$ cat src/logic/uhp_pkg.sv
// Purpose: shared constants and types for the host port and channel register block
// Assumes: classic wishbone, 32-bit data, byte addresses
// Notes: offsets are local to this block

// ****************************************
// package
// ****************************************
package uhp_pkg;
	localparam int UHP_NCHAN = 16;
	localparam logic [7:0] UHP_OFS_PORT = 8'h00;
	localparam logic [7:0] UHP_OFS_PSTAT = 8'h04;
	localparam logic [7:0] UHP_OFS_CHAN0 = 8'h40;
	localparam logic [31:0] UHP_RST_PORT = 32'h0000_0000;
	localparam logic [31:0] UHP_RST_CHAN = 32'h0000_0000;
	localparam int UHP_B_SUSP = 7;
	localparam int UHP_B_RES = 6;
	localparam int UHP_B_OCCHG = 5;
	localparam int UHP_B_OCACT = 4;
	localparam int UHP_B_ENCHG = 3;
	localparam int UHP_B_ENA = 2;
	localparam int UHP_B_CONDET = 1;
	localparam int UHP_B_CONSTS = 0;
	localparam int UHP_B_CHANNEL_ENABLE = 31;
	localparam int UHP_B_CHANNEL_DISABLE = 30;
	localparam logic [31:0] UHP_CHAN_RW_MASK = 32'h3FFE_FFFF;
	localparam logic [31:0] UHP_CHAN_MC_MIN = 32'h0010_0000;
	localparam logic [31:0] UHP_CHAN_MC_MASK = 32'h0030_0000;

	typedef enum logic [1:0]
	{
		UHP_EP_CONTROL = 2'h0,
		UHP_EP_ISO = 2'h1,
		UHP_EP_BULK = 2'h2,
		UHP_EP_INTR = 2'h3
	} uhp_ep_t;

	typedef struct packed
	{
		logic channel_enable;
		logic channel_disable;
		logic odd_frame_select;
		logic [6:0] target_device_address;
		logic [1:0] periodic_transactions_per_frame;
		uhp_ep_t endpoint_transfer_type;
		logic low_speed_target;
		logic rsvd;
		logic endpoint_direction;
		logic [3:0] endpoint_number;
		logic [10:0] max_packet_bytes;
	} uhp_chan_t;

	typedef struct packed
	{
		logic connected;
		logic overcurrent;
		logic reset_done;
		logic wakeup;
		logic disconnect_evt;
	} uhp_line_t;
endpackage : uhp_pkg

$ cat src/logic/uhp_regs.sv
// Purpose: host port control/status and 16 channel configuration registers
// Assumes: wishbone classic slave, one clock, sync reset
// Notes: line events come from the port engine; channel halts come from the scheduler
`timescale 1ns/1ns
module uhp_regs
	import uhp_pkg::*;
(
	// clock and reset
	input wire logic clk_i,
	input wire logic rst_i,
	// wishbone slave
	input wire logic cyc_i,
	input wire logic stb_i,
	input wire logic we_i,
	input wire logic [7:0] adr_i,
	input wire logic [3:0] sel_i,
	input wire logic [31:0] dat_i,
	output logic [31:0] dat_o,
	output logic ack_o,
	output logic err_o,
	// port pins, asynchronous
	input wire logic connected_i,
	input wire logic overcurrent_i,
	// port engine events, same clock
	input wire logic reset_done_i,
	input wire logic wakeup_i,
	input wire logic disconnect_i,
	// scheduler, same clock
	input wire logic [UHP_NCHAN-1:0] chan_halted_i,
	// port control outputs
	output logic port_resume_drive_o,
	output logic sof_enable_o,
	output logic port_enabled_o,
	output logic host_port_irq_o,
	// channel controls
	output logic [UHP_NCHAN-1:0] chan_run_o,
	output logic [UHP_NCHAN-1:0] chan_stop_o
);

	// ****************************************
	// functions
	// ****************************************
	function automatic logic [31:0] lane_mask(input logic [3:0] sel);
		lane_mask = {{8{sel[3]}}, {8{sel[2]}}, {8{sel[1]}}, {8{sel[0]}}};
	endfunction : lane_mask

	function automatic logic is_chan(input logic [7:0] adr);
		is_chan = (adr >= UHP_OFS_CHAN0) && (adr < UHP_OFS_CHAN0 + 8'(UHP_NCHAN * 4)) && (adr[1:0] == 2'h0);
	endfunction : is_chan

	// ****************************************
	// bus decode
	// ****************************************
	logic req;
	logic wr;
	logic [31:0] wmask;
	logic [31:0] w1;
	logic hit_port;
	logic hit_pstat;
	logic hit_chan;
	logic [3:0] chan_idx;
	logic [7:0] chan_ofs;

	assign req = cyc_i && stb_i && !ack_o && !err_o;
	assign wr = req && we_i;
	assign wmask = lane_mask(sel_i);
	assign w1 = dat_i & wmask;
	assign hit_port = adr_i == UHP_OFS_PORT;
	assign hit_pstat = adr_i == UHP_OFS_PSTAT;
	assign hit_chan = is_chan(adr_i);
	assign chan_ofs = adr_i - UHP_OFS_CHAN0;
	assign chan_idx = chan_ofs[5:2];

	// ****************************************
	// pin synchronisers
	// ****************************************
	logic [2:0] con_sync;
	logic [2:0] oc_sync;
	logic connect_status;
	logic overcurrent_active;

	always_ff @(posedge clk_i)
	begin
		if (rst_i)
		begin
			con_sync <= 3'h0;
			oc_sync <= 3'h0;
		end
		else
		begin
			con_sync <= {con_sync[1:0], connected_i};
			oc_sync <= {oc_sync[1:0], overcurrent_i};
		end
	end

	// a level counts once stages two and three agree
	always_ff @(posedge clk_i)
	begin
		if (rst_i)
		begin
			connect_status <= 1'b0;
			overcurrent_active <= 1'b0;
		end
		else
		begin
			if (con_sync[1] == con_sync[2])
				connect_status <= con_sync[2];
			if (oc_sync[1] == oc_sync[2])
				overcurrent_active <= oc_sync[2];
		end
	end

	logic connect_rise;
	logic overcurrent_edge;
	assign connect_rise = (con_sync[1] == con_sync[2]) && con_sync[2] && !connect_status;
	assign overcurrent_edge = (oc_sync[1] == oc_sync[2]) && (oc_sync[2] != overcurrent_active);

	// ****************************************
	// port state
	// ****************************************
	logic port_suspend;
	logic resume_sw;
	logic resume_hw;
	logic port_enabled;
	logic overcurrent_change_flag;
	logic enable_change_flag;
	logic connect_detected_flag;
	logic port_wr;
	logic next_port_enabled;

	assign port_wr = wr && hit_port;

	// software may only clear enable; faults also clear it
	always_comb
	begin
		next_port_enabled = port_enabled;
		if (reset_done_i)
			next_port_enabled = 1'b1;
		if (overcurrent_edge && oc_sync[2])
			next_port_enabled = 1'b0;
		if (disconnect_i)
			next_port_enabled = 1'b0;
		if (port_wr && w1[UHP_B_ENA])
			next_port_enabled = 1'b0;
	end

	always_ff @(posedge clk_i)
	begin
		if (rst_i)
			port_enabled <= 1'b0;
		else
			port_enabled <= next_port_enabled;
	end

	always_ff @(posedge clk_i)
	begin
		if (rst_i)
			port_suspend <= 1'b0;
		else if (wakeup_i || (port_wr && w1[UHP_B_RES]))
			port_suspend <= 1'b0;
		else if (port_wr && w1[UHP_B_SUSP])
			port_suspend <= 1'b1;
	end

	// resume is a plain rw bit: software holds it to keep driving
	always_ff @(posedge clk_i)
	begin
		if (rst_i)
			resume_sw <= 1'b0;
		else if (port_wr && sel_i[0])
			resume_sw <= dat_i[UHP_B_RES];
	end

	// hardware resume ends once software writes the bit low
	always_ff @(posedge clk_i)
	begin
		if (rst_i)
			resume_hw <= 1'b0;
		else if (wakeup_i)
			resume_hw <= 1'b1;
		else if (port_wr && sel_i[0] && !dat_i[UHP_B_RES])
			resume_hw <= 1'b0;
	end

	// set wins over a simultaneous clear
	always_ff @(posedge clk_i)
	begin
		if (rst_i)
		begin
			overcurrent_change_flag <= 1'b0;
			enable_change_flag <= 1'b0;
			connect_detected_flag <= 1'b0;
		end
		else
		begin
			if (overcurrent_edge)
				overcurrent_change_flag <= 1'b1;
			else if (port_wr && w1[UHP_B_OCCHG])
				overcurrent_change_flag <= 1'b0;
			if (next_port_enabled != port_enabled)
				enable_change_flag <= 1'b1;
			else if (port_wr && w1[UHP_B_ENCHG])
				enable_change_flag <= 1'b0;
			if (connect_rise)
				connect_detected_flag <= 1'b1;
			else if (port_wr && w1[UHP_B_CONDET])
				connect_detected_flag <= 1'b0;
		end
	end

	logic [31:0] port_word;
	always_comb
	begin
		port_word = UHP_RST_PORT;
		port_word[UHP_B_SUSP] = port_suspend;
		port_word[UHP_B_RES] = resume_sw || resume_hw;
		port_word[UHP_B_OCCHG] = overcurrent_change_flag;
		port_word[UHP_B_OCACT] = overcurrent_active;
		port_word[UHP_B_ENCHG] = enable_change_flag;
		port_word[UHP_B_ENA] = port_enabled;
		port_word[UHP_B_CONDET] = connect_detected_flag;
		port_word[UHP_B_CONSTS] = connect_status;
	end

	always_ff @(posedge clk_i)
	begin
		if (rst_i)
		begin
			port_resume_drive_o <= 1'b0;
			sof_enable_o <= 1'b0;
			port_enabled_o <= 1'b0;
			host_port_irq_o <= 1'b0;
		end
		else
		begin
			port_resume_drive_o <= resume_sw || resume_hw;
			sof_enable_o <= port_enabled && !port_suspend;
			port_enabled_o <= port_enabled;
			host_port_irq_o <= connect_detected_flag || enable_change_flag || overcurrent_change_flag;
		end
	end

	// ****************************************
	// channel registers
	// ****************************************
	uhp_chan_t chan [UHP_NCHAN];
	logic [UHP_NCHAN-1:0] chan_lowspeed;

	genvar g;
	generate
		for (g = 0; g < UHP_NCHAN; g++)
		begin : g_chan
			logic hit;
			logic [31:0] merged;
			assign hit = wr && hit_chan && (chan_idx == 4'(g));
			// rw fields take the byte lanes; reserved bit stays zero
			assign merged = (chan[g] & ~(wmask & UHP_CHAN_RW_MASK)) | (dat_i & wmask & UHP_CHAN_RW_MASK);

			always_ff @(posedge clk_i)
			begin
				if (rst_i)
					chan[g] <= uhp_chan_t'(UHP_RST_CHAN);
				else
				begin
					if (hit)
						chan[g][29:0] <= merged[29:0];
					if (chan_halted_i[g])
						chan[g].channel_enable <= 1'b0;
					else if (hit && w1[UHP_B_CHANNEL_ENABLE])
						chan[g].channel_enable <= 1'b1;
					if (chan_halted_i[g])
						chan[g].channel_disable <= 1'b0;
					else if (hit && w1[UHP_B_CHANNEL_DISABLE])
						chan[g].channel_disable <= 1'b1;
				end
			end

			// a reserved multi count would be undefined; run only when legal for periodic types
			logic periodic;
			logic mc_ok;
			assign periodic = chan[g].endpoint_transfer_type == UHP_EP_ISO
				|| chan[g].endpoint_transfer_type == UHP_EP_INTR;
			assign mc_ok = !periodic || ((32'(chan[g]) & UHP_CHAN_MC_MASK) >= UHP_CHAN_MC_MIN);

			always_ff @(posedge clk_i)
			begin
				if (rst_i)
				begin
					chan_run_o[g] <= 1'b0;
					chan_stop_o[g] <= 1'b0;
					chan_lowspeed[g] <= 1'b0;
				end
				else
				begin
					chan_run_o[g] <= chan[g].channel_enable && mc_ok && port_enabled;
					chan_stop_o[g] <= chan[g].channel_disable;
					chan_lowspeed[g] <= chan[g].low_speed_target;
				end
			end
		end
	endgenerate

	// ****************************************
	// bus answer
	// ****************************************
	logic [31:0] rdata;
	always_comb
	begin
		rdata = 32'h0000_0000;
		if (hit_port)
			rdata = port_word;
		else if (hit_pstat)
			rdata = {16'h0000, chan_lowspeed};
		else if (hit_chan)
			rdata = 32'(chan[chan_idx]);
	end

	always_ff @(posedge clk_i)
	begin
		if (rst_i)
		begin
			ack_o <= 1'b0;
			err_o <= 1'b0;
			dat_o <= 32'h0000_0000;
		end
		else
		begin
			ack_o <= req && (hit_port || hit_pstat || hit_chan);
			err_o <= req && !(hit_port || hit_pstat || hit_chan);
			dat_o <= (req && !we_i) ? rdata : 32'h0000_0000;
		end
	end

endmodule : uhp_regs

$ cat config.mk
export PLATFORM = sky130hd
export DESIGN_NAME = uhp_regs
export DESIGN_NICKNAME = d
export VERILOG_FILES = /design/src/logic/uhp_pkg.sv /design/src/logic/uhp_regs.sv
export SDC_FILE = /design/constraint.sdc
export NUM_CORES = 1
export LEC_CHECK = 0
export BUFFER_PORTS_ARGS = -buffer_cell sky130_fd_sc_hd__buf_2
export CAP_MARGIN = 20
export CORE_MARGIN = 5
export CORE_UTILIZATION = 25
export DETAILED_ROUTE_END_ITERATION = 8
export HOLD_SLACK_MARGIN = 0.12
export MAX_ROUTING_LAYER = met4
export PLACE_DENSITY_LB_ADDON = 0.25
export REMOVE_ABC_BUFFERS = 1
export SLEW_MARGIN = 25
export SYNTH_ARGS = -nofsm -noshare
export SYNTH_HDL_FRONTEND = slang
export SYNTH_SLANG_ARGS = --single-unit
$ cat constraint.sdc
create_clock -name clk_i -period 4.6 [get_ports clk_i]
set_input_delay 0.92 -clock clk_i [delete_from_list [all_inputs] [get_ports clk_i]]
set_output_delay 0.92 -clock clk_i [all_outputs]
set_load 0.01 [all_outputs]
# After elaboration in Yosys (flattened, before gate mapping)
# Memories as Yosys holds them, arrays and structs flattened.
# Cells that the tools add are included.
# op_classes
n_addsub	1
n_lt_le_gt_ge	18
eq_ne	52
mux	321
n_bitwise	116
n_reduce_logical	176
# ops
operator	count
bitwise AND 30 bit	16
2-to-1 mux 30 bit	16
bitwise OR 30 bit	16
>= comparator 22 x 21 -> 1 bit (second input constant)	16
2-to-1 mux 1 bit	302
logical AND 1 bit	104
bitwise OR 1 bit	80
logical OR 1 bit	38
bitwise AND 32 bit	1
equality test 2 x 1 -> 1 bit (second input constant)	16
equality test 2 bit (second input constant)	16
equality test 4 bit (second input constant)	8
2-to-1 mux 16 bit	2
inverter 30 bit	1
zero test 1 bit	23
equality test 4 x 3 -> 1 bit (second input constant)	4
equality test 4 x 2 -> 1 bit (second input constant)	2
equality test 8 x 3 -> 1 bit (second input constant)	1
>= comparator 8 x 7 -> 1 bit (second input constant)	1
zero test 8 bit	1
less-than comparator 8 bit (second input constant)	1
2-to-1 mux 8 bit	1
nonzero test 2 bit	4
subtractor 6 x 1 -> 6 bit (second input constant)	1
other kinds (9)	13
# word_totals
reg_bits	101
mem_bits_rw	512
in_bits	70
output_inout_bits	70
elab_cells	753
n_memories	1
# mem_list
memory	words	word_bits	read_ports	rd_ports_with_merged_regs	write_ports	line	source
chan	16	32	17	0	16	uhp_regs.sv:246	uhp_chan_t chan [UHP_NCHAN];

# Depth between registers and ports, before layout
# depth
depth_word	12
mapped_depth	10
mapped_depth_nobuf	5

# Worst setup path before layout
# OpenSTA, ideal clock, no wires.
# synth_path
kind	in2reg
startpoint	in adr_i[7]
endpoint	mem chan[11][0] (netlist name) (enable)
setup_time_ns	0.385
arrival_ns	2.728
required_time_ns	4.215
setup_slack_ns	1.488
path_stages	5
path_buffers	1
path_cell_list	nor4b_2 clkbuf_1 nand3_1 nor2_1 a21o_1
# synth_lines
element	line	source
from (decl)	uhp_regs.sv:15	input wire logic [7:0] adr_i,
to (decl)	uhp_regs.sv:246	

==> results.json <==
{
  "outcome": "completed",
  "tritoncts": "yes",
  "finalNetCount": 2465,
  "wl_per_cell_um": 24.4,
  "whs_path_depth": 1,
  "synthXorXnorAreaFrac": 0.000310,
  "placed_area_um2": 30800,
  "regToRegStartpoint": "err_o",
  "drv_cap": 0,
  "ios": 140,
  "critical_path.top_delay_family": "simple AND/OR/NAND/NOR gates",
  "grt_max_degree": 86,
  "post-synth-top-count-cell": "edfxtp_1",
  "finalHoldViolations": 0,
  "synth_area_um2": 28200,
  "grt_pass1_wl_um": 139000,
  "area_growth_pct": 17.0,
  "fp.dieW_um": 346,
  "drtIter0Drc": 1777,
  "holdBufCountCts": 0,
  "dr.pass1.iters": 5,
  "max_freq_ghz": 0.327,
  "p_leak_nw": 11.5,
  "worstPathArrival_ps": 3520,
  "ys_warn_count": 0,
  "clock-sinks": 596,
  "setup_violations": 0,
  "clockBufferDepth": 3,
  "async_flop_share": 0,
  "clk_pin_slew_ps": 60,
  "worst_pin_slew_ps": 1060,
  "min_to": "con_sync[1]",
  "drive_gt1_frac": 0.190,
  "hp-class": "reg -> reg",
  "ys_seq_area_frac": 0.599,
  "num_rows": 123,
  "yosys-top-cells-area": "edfxtp_1 (53%), mux4_2 (9.4%), a21oi_1 (8.1%)",
  "synth_top_family_by_area": "simple AND/OR/NAND/NOR gates",
  "slew_violations": 0,
  "fin_tns_setup_ps": 0,
  "dp_slack_ps": 925,
  "route.detailed.drc": 0,
  "synthFlopType": "edfxtp_1",
  "synth_top_area_frac": 0.528,
  "regArea_um2": 16900,
  "place.gp.congestion": 0.810,
  "min_from": "con_sync[0]",
  "synth.distinct_cells": 51,
  "fin_crit_sh": 0.665,
  "multiInputGateArea_um2": 10400,
  "drtAntennaViolNets": 0,
  "skew_ps": 23.6,
  "ys_top_cells_by_count": "edfxtp_1 (496), a21oi_1 (454), nand2b_1 (323)",
  "setup_slack_ps": 1540,
  "worstSkewPairLatency_ps": 610,
  "power.total_mw": 12.5,
  "powerDensity_nw_per_um2": 379,
  "ff2ff_setup_slack_ps": 1710,
  "grt_pass1_vias": 19700,
  "syn_inst": 2294,
  "max_stage_delay_ps": 680,
  "synth.largest_area_cell": "edfxtp_1",
  "cts_max_level": 3,
  "reg2regPathDepth": 6,
  "initial_core_util": 0.251,
  "critPathBufInv": 2,
  "setup.worst_path.class": "in -> reg",
  "vias_per_cell": 4.96,
  "cp-end-kind": "register",
  "synth-simple-area-share": 0.134,
  "syn_avg_cell_area_um2": 12.3,
  "cts_resized": 0,
  "vias": 19600,
  "ys_seq_elements": 596,
  "track_usage": 0.159,
  "dieArea_um2": 120000,
  "nFillCells": 11500,
  "worstPathRequired_ps": 5050,
  "cp_max_fo": 16,
  "wl_um": 96600,
  "portBuffers": 137,
  "ctsRootBufferMaster": "clkbuf_16",
  "core-area_um2": 112000,
  "grt-ovfl-total": 0,
  "min_period_ps": 3060,
  "synth_compound_area_frac": 0.120,
  "synth.mux.area_fraction": 0.113,
  "slowest_stage": "nand2_1",
  "postLayoutCellArea_um2": 33000,
  "cp-start-kind": "input port",
  "chipHeight_um": 346,
  "rr_endpoint": "chan[2][10]",
  "rsz0062_at_grt": "false",
  "ir_drop_mv": 0.184,
  "worstPathCellList": "buf_2 -> nor4b_4 -> nand4b_1 -> nor2_2 -> nand2_1 -> buf_12 -> a21oi_1",
  "synth_edf_count": 496,
  "antenna_found_initial": 9,
  "postCtsSetupBuffers": 0,
  "hpwl_um": 60000,
  "synth_fa_ha_area_frac": 0.000443,
  "numCtsBuffers": 70,
  "slew_headroom": 0.291
}
[state kept, by name, indices dropped and copies added (netlist names), 3 cells and up]
| signal | cells |
|---|---|
| chan_stop_o | 16 |
| oc_sync | 3 |
| con_sync | 3 |
| chan | 496 |
| dat_o | 31 |
| chan_lowspeed | 16 |
| chan_run_o | 16 |
[worst max-delay path by stage]
stage | slack, ps | endpoint | startpoint | cells past startpoint
2_1_floorplan | 850 | chan[10][0] | adr_i[1] | 4
5_1_grt | 1430 | chan[2][13] | adr_i[7] | 7
3_3_place_gp | 990 | chan[2][15] | adr_i[7] | 7
6_report | 1540 | chan[2][10] | adr_i[7] | 7
4_1_cts | 1570 | chan[2][13] | adr_i[7] | 7
3_5_place_dp | 920 | chan[2][17] | adr_i[7] | 7
[through the flow]
step	hold WS [ps]	utilization	std cells
after floorplan	409	-	2107
final	462	0.294	3955
after global routing	475	0.294	3955
after CTS	462	0.294	3950
after detailed placement	437	0.274	3822
after global placement	459	0.274	3822
[cells in the final DEF, fill, tap and decap left out, types with 4 or more instances in the layout]
master / count
buf_12: 17
mux4_1: 4
o311a_1: 16
a21oi_1: 454
nand2_1: 199
diode_2: 5
a22oi_1: 17
nand3_1: 14
mux2i_1: 42
o21ai_0: 59
clkbuf_16: 73
nor2_2: 6
bufinv_16: 4
a221oi_1: 11
nor2b_1: 43
inv_1: 19
buf_2: 132
nand2b_1: 323
and3_1: 31
buf_4: 64
a21o_2: 16
o21ai_1: 15
inv_6: 4
nor2_1: 62
dfxtp_1: 100
edfxtp_1: 496
clkinv_2: 8
clkbuf_1: 23
mux4_2: 118
and2_1: 4
a22o_1: 15
nor3_1: 4
nand2_2: 4
clkinv_1: 11
[area by class of cell]
class	count	area share
clock buffers	99	0.0592
flip-flops and latches	596	0.512
well taps	1500	0.0568
repair buffers	215	0.0457
clock inverters	29	0.00769
inverters	21	0.00243
diodes	5	0.000379
multi-input cells	1490	0.316
[power breakdown]
group          internal, mW  switching (mW)  leakage, nW
Sequential             6.00          0.0989         5.95
Combinational         0.351           0.590         4.44
Clock                  3.19            2.27         1.07
[logic make-up (layout without fill, tap and decap cells)]
logic type / after synthesis / in the layout
flip-flops: 596 / 596
adder cells (fa/ha/maj): 1 / 1
buffers and inverters: 208 / 364
AND/OR/NAND/NOR: 708 / 708
AO/OA/AOI/OAI: 615 / 615
multiplexers: 164 / 164
other: 1 / 6
XOR/XNOR: 1 / 1
[per-layer routing]
metal / up-vias / share of wire / track usage
met4: 0 / 0.020 / 0.0384
met2: 781 / 0.48 / 0.258
met3: 129 / 0.066 / 0.0274
met1: 10000 / 0.43 / 0.210
met5: - / 0 / -
li1: 8710 / - / -
Note: power is estimated with default switching activity, not from simulation.
